`src/hw/kpi_pkg.sv`:
```
// Package: register map, field positions, reset values for the pin interrupt unit.
// Assumes an 8-bit register port with 16-bit byte addresses.

package kpi_pkg;

  // ----------------------------------------------------------------
  // Widths
  // ----------------------------------------------------------------
  localparam int unsigned ADDR_W = 16;
  localparam int unsigned DATA_W = 8;
  localparam int unsigned PIN_N  = 8;

  // ----------------------------------------------------------------
  // Register addresses
  // ----------------------------------------------------------------
  localparam logic [15:0] KEY_STATUS_CONTROL_ADDR  = 16'h003c;
  localparam logic [15:0] KEY_PIN_ENABLES_ADDR     = 16'h307c;
  localparam logic [15:0] KEY_POLARITY_SELECT_ADDR = 16'h307d;
  localparam logic [15:0] EVT_STATUS_ADDR          = 16'h3080;
  localparam logic [15:0] EVT_MASK_ADDR            = 16'h3081;

  // ----------------------------------------------------------------
  // Status and control field positions
  // ----------------------------------------------------------------
  localparam int unsigned DETECT_LEVEL_MODE_BIT     = 0;
  localparam int unsigned INTERRUPT_MASK_ENABLE_BIT = 1;
  localparam int unsigned FLAG_ACKNOWLEDGE_BIT      = 2;
  localparam int unsigned DETECTION_FLAG_BIT        = 3;

  // Event status and mask field positions
  localparam int unsigned EVT_EDGE_BIT  = 0;
  localparam int unsigned EVT_LEVEL_BIT = 1;

  // ----------------------------------------------------------------
  // Reset values
  // ----------------------------------------------------------------
  localparam logic [7:0] KEY_STATUS_CONTROL_RST  = 8'h00;
  localparam logic [7:0] KEY_PIN_ENABLES_RST     = 8'h00;
  localparam logic [7:0] KEY_POLARITY_SELECT_RST = 8'h00;
  localparam logic [7:0] EVT_STATUS_RST          = 8'h00;
  localparam logic [7:0] EVT_MASK_RST            = 8'h00;
  localparam logic [7:0] RDATA_RST               = 8'h00;

endpackage

```
`src/hw/kpi_top.sv`:
```
// Pin interrupt unit: eight pin sources, shared detection flag, register port.
// Assumes pins are asynchronous levels and the register master is on CLK_I.
//
// Added by the designer: the strobed register port.

module kpi_top (
  input  wire logic        CLK_I,
  input  wire logic        RESET_N_I,
  input  wire logic [15:0] ADDR_I,
  input  wire logic [7:0]  WDATA_I,
  input  wire logic        WR_I,
  input  wire logic        RD_I,
  output logic      [7:0]  RDATA_O,
  input  wire logic [7:0]  KEY_PIN_I,
  input  wire logic        STOP_MODE_I,
  output logic             KEY_IRQ_O,
  output logic             EVT_IRQ_O,
  output logic             WAKE_O
);

  // ----------------------------------------------------------------
  // Declarations
  // ----------------------------------------------------------------
  logic       mode_r;
  logic       ie_r;
  logic       flag_r;
  logic       armed_r;
  logic [7:0] pin_en_r;
  logic [7:0] pin_pol_r;
  logic [7:0] evt_stat_r;
  logic [7:0] evt_stat_nxt;
  logic [7:0] evt_mask_r;
  logic [7:0] rdata_r;
  logic [7:0] rdata_nxt;
  logic [7:0] pin_sync;
  logic [7:0] pin_asserted;
  logic [7:0] pin_edge;
  logic [7:0] raw_asserted;
  logic       any_asserted;
  logic       any_edge;
  logic       edge_evt;
  logic       level_evt;
  logic       flag_set;
  logic       flag_clr;
  logic       sc_wr;
  logic       pe_wr;
  logic       es_wr;
  logic       stat_wr;
  logic       mask_wr;
  logic       ack_wr;

  // ----------------------------------------------------------------
  // Pin synchronisation and per-pin sense
  // ----------------------------------------------------------------
  kpi_sync2 #(
    .W (kpi_pkg::PIN_N)
  ) u_sync (
    .clk_i     (CLK_I),
    .reset_n_i (RESET_N_I),
    .async_i   (KEY_PIN_I),
    .sync_o    (pin_sync)
  );

  // Eight identical sources share the one flag
  for (genvar g = 0; g < kpi_pkg::PIN_N; g++) begin : g_pin
    kpi_pin_det u_det (
      .clk_i      (CLK_I),
      .reset_n_i  (RESET_N_I),
      .pin_i      (pin_sync[g]),
      .en_i       (pin_en_r[g]),
      .pol_i      (pin_pol_r[g]),
      .asserted_o (pin_asserted[g]),
      .edge_o     (pin_edge[g])
    );
  end

  assign any_asserted = |pin_asserted;
  assign any_edge     = |pin_edge;

  // ----------------------------------------------------------------
  // Register decode
  // ----------------------------------------------------------------
  assign sc_wr   = WR_I && (ADDR_I == kpi_pkg::KEY_STATUS_CONTROL_ADDR);
  assign pe_wr   = WR_I && (ADDR_I == kpi_pkg::KEY_PIN_ENABLES_ADDR);
  assign es_wr   = WR_I && (ADDR_I == kpi_pkg::KEY_POLARITY_SELECT_ADDR);
  assign stat_wr = WR_I && (ADDR_I == kpi_pkg::EVT_STATUS_ADDR);
  assign mask_wr = WR_I && (ADDR_I == kpi_pkg::EVT_MASK_ADDR);
  assign ack_wr  = sc_wr && WDATA_I[kpi_pkg::FLAG_ACKNOWLEDGE_BIT];

  // ----------------------------------------------------------------
  // Control bits
  // ----------------------------------------------------------------
  // Flag and acknowledge positions are not stored; upper nibble is dropped
  always_ff @(posedge CLK_I or negedge RESET_N_I) begin
    if (!RESET_N_I) begin
      mode_r <= kpi_pkg::KEY_STATUS_CONTROL_RST[kpi_pkg::DETECT_LEVEL_MODE_BIT];
      ie_r   <= kpi_pkg::KEY_STATUS_CONTROL_RST[kpi_pkg::INTERRUPT_MASK_ENABLE_BIT];
    end else if (sc_wr) begin
      mode_r <= WDATA_I[kpi_pkg::DETECT_LEVEL_MODE_BIT];
      ie_r   <= WDATA_I[kpi_pkg::INTERRUPT_MASK_ENABLE_BIT];
    end
  end

  always_ff @(posedge CLK_I or negedge RESET_N_I) begin
    if (!RESET_N_I) begin
      pin_en_r <= kpi_pkg::KEY_PIN_ENABLES_RST;
    end else if (pe_wr) begin
      pin_en_r <= WDATA_I;
    end
  end

  always_ff @(posedge CLK_I or negedge RESET_N_I) begin
    if (!RESET_N_I) begin
      pin_pol_r <= kpi_pkg::KEY_POLARITY_SELECT_RST;
    end else if (es_wr) begin
      pin_pol_r <= WDATA_I;
    end
  end

  // ----------------------------------------------------------------
  // Edge arming
  // ----------------------------------------------------------------
  // Starts disarmed so a pin already asserted at enable gives no edge
  always_ff @(posedge CLK_I or negedge RESET_N_I) begin
    if (!RESET_N_I) begin
      armed_r <= 1'b0;
    end else if (edge_evt) begin
      armed_r <= 1'b0;
    end else if (!any_asserted) begin
      armed_r <= 1'b1;
    end
  end

  assign edge_evt  = armed_r && any_edge;
  assign level_evt = mode_r && any_asserted;

  // ----------------------------------------------------------------
  // Detection flag
  // ----------------------------------------------------------------
  assign flag_set = edge_evt || level_evt;
  // Level mode holds the flag while any enabled pin is asserted
  assign flag_clr = ack_wr && (!mode_r || !any_asserted);

  // Set wins so an event in the ack cycle is kept
  always_ff @(posedge CLK_I or negedge RESET_N_I) begin
    if (!RESET_N_I) begin
      flag_r <= kpi_pkg::KEY_STATUS_CONTROL_RST[kpi_pkg::DETECTION_FLAG_BIT];
    end else if (flag_set) begin
      flag_r <= 1'b1;
    end else if (flag_clr) begin
      flag_r <= 1'b0;
    end
  end

  assign KEY_IRQ_O = flag_r && ie_r;

  // ----------------------------------------------------------------
  // Wake-up
  // ----------------------------------------------------------------
  // Stop path looks at raw pins because no clock runs to synchronise them
  assign raw_asserted = pin_en_r & ~(KEY_PIN_I ^ pin_pol_r);
  assign WAKE_O = KEY_IRQ_O || (STOP_MODE_I && ie_r && (|raw_asserted));

  // ----------------------------------------------------------------
  // Event status and mask
  // ----------------------------------------------------------------
  always_comb begin
    evt_stat_nxt = evt_stat_r;
    if (stat_wr) begin
      evt_stat_nxt = evt_stat_r & ~WDATA_I;
    end
    if (edge_evt) begin
      evt_stat_nxt[kpi_pkg::EVT_EDGE_BIT] = 1'b1;
    end
    if (level_evt) begin
      evt_stat_nxt[kpi_pkg::EVT_LEVEL_BIT] = 1'b1;
    end
    evt_stat_nxt[7:2] = 6'h00;
  end

  always_ff @(posedge CLK_I or negedge RESET_N_I) begin
    if (!RESET_N_I) begin
      evt_stat_r <= kpi_pkg::EVT_STATUS_RST;
    end else begin
      evt_stat_r <= evt_stat_nxt;
    end
  end

  always_ff @(posedge CLK_I or negedge RESET_N_I) begin
    if (!RESET_N_I) begin
      evt_mask_r <= kpi_pkg::EVT_MASK_RST;
    end else if (mask_wr) begin
      evt_mask_r <= {6'h00, WDATA_I[1:0]};
    end
  end

  assign EVT_IRQ_O = |(evt_stat_r & evt_mask_r);

  // ----------------------------------------------------------------
  // Read path
  // ----------------------------------------------------------------
  // Data stand only in the cycle after the read strobe; otherwise zero
  always_comb begin
    rdata_nxt = 8'h00;
    if (RD_I) begin
      case (ADDR_I)
        kpi_pkg::KEY_STATUS_CONTROL_ADDR: begin
          rdata_nxt = {4'h0, flag_r, 1'b0, ie_r, mode_r};
        end
        kpi_pkg::KEY_PIN_ENABLES_ADDR: begin
          rdata_nxt = pin_en_r;
        end
        kpi_pkg::KEY_POLARITY_SELECT_ADDR: begin
          rdata_nxt = pin_pol_r;
        end
        kpi_pkg::EVT_STATUS_ADDR: begin
          rdata_nxt = evt_stat_r;
        end
        kpi_pkg::EVT_MASK_ADDR: begin
          rdata_nxt = evt_mask_r;
        end
        default: begin
          rdata_nxt = 8'h00;
        end
      endcase
    end
  end

  always_ff @(posedge CLK_I or negedge RESET_N_I) begin
    if (!RESET_N_I) begin
      rdata_r <= kpi_pkg::RDATA_RST;
    end else begin
      rdata_r <= rdata_nxt;
    end
  end

  assign RDATA_O = rdata_r;
endmodule

```
`src/hw/kpi_sync2.sv`:
```
// Two-flop synchroniser for a bundle of independent level inputs.
// Assumes each bit is a slow level; no bus coherency across bits.

module kpi_sync2 #(
  parameter int unsigned W = 8
) (
  input  wire logic         clk_i,
  input  wire logic         reset_n_i,
  input  wire logic [W-1:0] async_i,
  output logic      [W-1:0] sync_o
);

  logic [W-1:0] meta_r;

  // ----------------------------------------------------------------
  // Capture chain; first stage feeds only the second
  // ----------------------------------------------------------------
  always_ff @(posedge clk_i or negedge reset_n_i) begin
    if (!reset_n_i) begin
      meta_r <= '0;
      sync_o <= '0;
    end else begin
      meta_r <= async_i;
      sync_o <= meta_r;
    end
  end

endmodule

```
`src/hw/kpi_pin_det.sv`:
```
// One input pin of the pin interrupt unit: asserted level and edge sense.
// Assumes the pin level is already synchronised to the bus clock.

module kpi_pin_det (
  input  wire logic clk_i,
  input  wire logic reset_n_i,
  input  wire logic pin_i,
  input  wire logic en_i,
  input  wire logic pol_i,
  output logic      asserted_o,
  output logic      edge_o
);

  logic prev_r;

  // ----------------------------------------------------------------
  // One bus cycle of history
  // ----------------------------------------------------------------
  always_ff @(posedge clk_i or negedge reset_n_i) begin
    if (!reset_n_i) begin
      prev_r <= 1'b0;
    end else begin
      prev_r <= pin_i;
    end
  end

  // ----------------------------------------------------------------
  // Sense
  // ----------------------------------------------------------------
  // Polarity 0 asserts low, 1 asserts high
  assign asserted_o = en_i && (pin_i == pol_i);
  // Deasserted last cycle, asserted now: fall for 0, rise for 1
  assign edge_o     = asserted_o && (prev_r != pol_i);

endmodule

```
`config.mk`:
```
export PLATFORM = sky130hd
export DESIGN_NAME = kpi_top
export DESIGN_NICKNAME = d
export VERILOG_FILES = /design/src/hw/kpi_pkg.sv /design/src/hw/kpi_top.sv /design/src/hw/kpi_sync2.sv /design/src/hw/kpi_pin_det.sv
export SDC_FILE = /design/constraint.sdc
export NUM_CORES = 1
export LEC_CHECK = 0
export BUFFER_PORTS_ARGS = -buffer_cell sky130_fd_sc_hd__buf_4
export CORE_MARGIN = 2
export CORE_UTILIZATION = 54
export DETAILED_ROUTE_END_ITERATION = 10
export PLACE_DENSITY = 0.87
export SYNTH_ARGS = -nofsm -noshare
export SYNTH_HDL_FRONTEND = slang
export SYNTH_SLANG_ARGS = --single-unit
```
`constraint.sdc`:
```
create_clock -name CLK_I -period 1.8 [get_ports CLK_I]
set_clock_uncertainty 0.15 [all_clocks]
set_input_delay 0.36 -clock CLK_I [delete_from_list [all_inputs] [get_ports CLK_I]]
set_output_delay 0.36 -clock CLK_I [all_outputs]
set_load 0.005 [all_outputs]
```
### Word-level counts from Yosys, hierarchy flattened

Cells that the tools add are included.

* equality and inequality tests: 22
* bitwise operators: 6
* mux-type cells: 9
* reduce and logical (&&, ||, !) cells: 40

Operators with widths (number)
* $eq A16 B14 Y1 const B: 4
* $pmux W8 S5: 1
* $reduce_or A8 Y1: 4
* $logic_and A1 B1 Y1: 28
* $eq A16 B6 Y1 const B: 1
* $and A8 B8 Y8: 1
* $eq A1 B1 Y1: 8
* $mux W8: 1
* $ne A1 B1 Y1: 8
* $not A8 Y8: 1
* $xor A8 B8 Y8: 1
* $mux W1: 6
* $reduce_bool A2 Y1: 3
* $and A2 B2 Y2: 2
* $logic_or A1 B1 Y1: 3
* $logic_not A1 Y1: 2
* $mux W2: 1
* $ne A2 B1 Y1 const B: 1
* $not A2 Y2: 1

* register bits after elaboration: 56
* word-level logic and storage cells: 97
* input bits: 37
* output and inout bits: 11

### Logic depth before layout (Yosys ltp)

* depth in word-level cells: 8
* depth in mapped cells: 6
* gate-level depth less buffers: 5

### By module

Synthesis repeated with hierarchy kept, for this count alone.

* cells, all modules: 194
* area, all modules: 2518.7 um^2

By module, submodules not included
* kpi_top: cells each 130, area an instance 1607.8 um^2, seq. area each 800.8 um^2, instances 1
* kpi_pin_det: cells each 6, area an instance 63.8 um^2, seq. area each 25.0 um^2, instances 8
* kpi_sync2: cells each 16, area an instance 400.4 um^2, seq. area each 400.4 um^2, instances 1

### Least setup slack after synthesis

OpenSTA, ideal clock, no wires.

* path type: input -> register
* start: input port ADDR_I[15]
* end: register pin_en_r[0]
* required time: 1525 ps
* library setup time: 125 ps
* arrival time: 1760 ps
* slack: -235 ps
* cell stages on the path: 5
* path buffers: 0
* path through: nor4_2 nand4_2 or2_4 nor3_4 mux2_2

* cells in the longest elaborated chain, start to end: 2

RTL lines
* from (decl): RTL line kpi_top.sv:9 `input wire logic [15:0] ADDR_I,`
* $eq A16 B14 Y1: RTL line kpi_top.sv:84 `assign pe_wr = WR_I && (ADDR_I == kpi_pkg::KEY_PIN_ENABLES_ADDR);`
* $logic_and A1 B1 Y1: RTL line kpi_top.sv:84
* to (signal assigned): RTL line kpi_top.sv:106 `pin_en_r <= kpi_pkg::KEY_PIN_ENABLES_RST;`
* to (decl): RTL line kpi_top.sv:28 `logic [7:0] pin_en_r;`

No other way between the ends.
A chain may end at the register's enable or synchronous reset.

### Worst setup path after layout

* start: register pin_pol_r[1]
* end: output port WAKE_O

* cells in the longest elaborated chain, start to end: 6

RTL lines
* from (decl): RTL line kpi_top.sv:29 `logic [7:0] pin_pol_r;`
* from (signal assigned): RTL line kpi_top.sv:114 `pin_pol_r <= kpi_pkg::KEY_POLARITY_SELECT_RST;`
* $xor A8 B8 Y8: RTL line kpi_top.sv:161 `assign raw_asserted = pin_en_r & ~(KEY_PIN_I ^ pin_pol_r);`
* $not A8 Y8: RTL line kpi_top.sv:161
* $and A8 B8 Y8: RTL line kpi_top.sv:161
* $reduce_or A8 Y1: RTL line kpi_top.sv:162 `assign WAKE_O = KEY_IRQ_O || (STOP_MODE_I && ie_r && (|raw_asserted));`
* $logic_and A1 B1 Y1: RTL line kpi_top.sv:162
* $logic_or A1 B1 Y1: RTL line kpi_top.sv:162
* to (decl): RTL line kpi_top.sv:18 `output logic WAKE_O`

No other way between the ends.

==> impl_metrics.json <==
{
  "status": "finished, violations left",
  "violations": "setup timing",
  "start_util": 0.565,
  "cap_violations": 0,
  "holdCritPathClass": "in2reg",
  "grt_pass1_vias": 1836,
  "yosys-top-cells-count": "56 x dfrtp_1, 20 x mux2_2, 18 x nand2_1, 16 x xnor2_1, 12 x a22oi_1",
  "synth_top_cell_by_area": "dfrtp_1",
  "synthTopCellsByArea": "dfrtp_1 56%, mux2_2 9.0%, xnor2_1 5.6%, mux2i_1 4.4%, a22oi_1 3.6%",
  "cpPeakStageDelay_ns": 0.42,
  "htreeDepth": 2,
  "routed_wl_mm": 5.65,
  "syn_area_um2": 2500,
  "rsz0062_at_grt": "true",
  "diodes": 0,
  "synth_seq_cells": 56,
  "postSynth.asyncResetShare": 1.00,
  "hold_viol": 0,
  "critPathTopFamily": "flip-flops",
  "nets": 313,
  "syn-instance-count": 210,
  "first_iter_violations": 201,
  "clk_path_buf_depth": 2,
  "grt_overflow_total": 0,
  "die_y_um": 72.0,
  "layout-drive-gt1-share": 0.379,
  "clock-sinks": 56,
  "cts_made_buffers": 5,
  "postCtsSetupBuffers": 0,
  "routedWlPerCell_um": 17.2,
  "fin_crit_ns": 2.05,
  "hold_ws_ns": 0.0224,
  "slew_viol_final": 0,
  "avgViaCountPerCell": 5.71,
  "synth-main-ff-cell": "dfrtp_1",
  "power.density_nw_per_um2": 695,
  "end_kind": "primary output",
  "critPathKind": "reg2out",
  "cts_tree": "done",
  "rr_startpoint": "pin_pol_r[7]",
  "dieWidth_um": 72.0,
  "setup_viol": 1,
  "yosysWarnings": 0,
  "crit_fanout": 2,
  "hp-start": "KEY_PIN_I[3]",
  "path_buf_inv": 1,
  "grt_max_degree": 57,
  "vias": 1879,
  "root_buffer": "clkbuf_8",
  "reg2reg_to": "flag_r",
  "dpl.hpwl_mm": 3.96,
  "stdcell_count": 329,
  "worst_ep_required_time_ns": 1.29,
  "grt_first_pass_wirelength_mm": 9.00,
  "hold_depth": 1,
  "clk_latency_ns": 0.31,
  "rr_worst_depth": 6,
  "relSlewSlack": 0.542,
  "yosysMostFrequentCell": "dfrtp_1",
  "grt_use_total": 0.226,
  "max-vdd-ir-drop_mv": 0.631,
  "synth-edff-count": 0,
  "cp-start-kind": "flop",
  "cp_slowest_cell": "dfrtp_1",
  "ys_seq_area_frac": 0.561,
  "crit_start": "pin_pol_r[1]",
  "die_area_um2": 5180,
  "syn_area_per_cell_um2": 11.9,
  "r2r_setup_slack_ns": 0.16,
  "p_leak_nw": 1.51,
  "port_buffers": 47,
  "fin_ws_ns": -0.247,
  "num_rows": 24,
  "area_growth_pct": 31.4,
  "fmax_mhz": 488,
  "path_cells": "xnor2_2, a22oi_1, nand4_1, a21oi_1, nor2b_1, buf_4",
  "tightest_slew_ns": 0.687,
  "timing.final.crit_share": 1.14,
  "drcViolationCount": 0,
  "clk_pin_slew_worst_paths_ns": 0.09,
  "min_to": "u_sync.meta_r[3]",
  "synth_top_area_frac": 0.561,
  "ant_nets": 0,
  "core_um2": 4410,
  "syn_nets": 247,
  "synth_cell_types": 31,
  "antenna_found_initial": 0,
  "placedCellCount": 320,
  "arrival_ns": 1.54,
  "io-pin-count": 48,
  "gp_routability_congestion": 0.851,
  "dr.pass1.iters": 4
}
[cell families after synthesis]
logic type,count (synthesis),synth area share
DFF,56,0.561
buffers and inverters,14,0.0215
AOI/OAI and AO/OA,33,0.0892
xor gates and xnor gates,16,0.0561
muxes,31,0.134
and+or+nand+nor,60,0.137
[metal layers]
layer,vias up,share of wire,global-route usage
li1,869,-,-
met1,938,0.43,0.327
met2,63,0.50,0.347
met3,9,0.059,0.0444
met4,0,0.015,0.0734
met5,-,0,0
[through the flow]
step	worst slack [ns]	TNS (ns)	area (µm²)	total power (W)	util
5_1_grt	-0.347	-0.417	3280	0.00237	0.743
3_5_place_dp	-0.297	-5.20	3110	0.00150	0.704
2_1_floorplan	-0.198	-2.62	2550	0.00138	-
6_report	-0.247	-0.247	3280	0.00228	0.743
4_1_cts	-0.217	-0.217	3240	0.00228	0.734
3_3_place_gp	-0.277	-4.83	3110	0.00150	0.704
[flip-flops by register name (all words and copies together), names as in the netlist]
| register | flops |
|---|---|
| RDATA_O | 8 |
| armed_r | 1 |
| evt_mask_r | 2 |
| evt_stat_r | 2 |
| flag_r | 1 |
| g_pin.u_det.prev_r | 8 |
| ie_r | 1 |
| mode_r | 1 |
| pin_en_r | 8 |
| pin_pol_r | 8 |
| u_sync.meta_r | 8 |
| u_sync.sync_o | 8 |
[worst max path at each step]
stage | cells after the start | to | slack (ns)
2_1_floorplan | 5 | pin_en_r[0] | -0.20
3_3_place_gp | 7 | pin_en_r[1] | -0.28
3_5_place_dp | 7 | pin_en_r[6] | -0.30
4_1_cts | 6 | WAKE_O | -0.22
5_1_grt | 6 | WAKE_O | -0.35
6_report | 6 | WAKE_O | -0.25
[area by class of cell]
cell class / count / area [µm²]
clock buffers: 6 / 72.6
inverters: 4 / 15.0
clock inverters: 2 / 35.0
repair buffers: 69 / 557
fillers: 304 / 1130
well taps: 52 / 65.1
flip-flops and latches: 56 / 1400
multi-input cells: 140 / 1130
[power breakdown]
part / total, W / internal (W) / switching [W]
combinational: 0.000184 / 0.0000953 / 0.0000884
clock: 0.000792 / 0.000413 / 0.000379
sequential: 0.00130 / 0.00128 / 0.0000182
total: 0.00228 / 0.00179 / 0.000485
[worst reg2reg max path, delay by kind of cell, from the launching register on]
kind            cells  cell delay [ns]
simple gates        2             0.12
buf+inv             1             0.17
flops               1             0.43
compound gates      3             0.64
[placed cells by master (no fill, tap or decap), drive strengths merged, types with 8 or more instances in the layout]
cell,count
nor2,12
mux2,20
xnor2,16
buf,68
o22ai,11
mux2i,11
nand2b,8
dfrtp,56
nand2,18
a22oi,12
[timing repair]
action,4_1_cts,5_1_grt
endpoints found under the setup margin,1,10
hold buffers,1,0
hold endpoints to repair,56,0
gates resized for setup,2,11
pin swaps,5,1
Note: power is estimated with default switching activity, not from simulation.
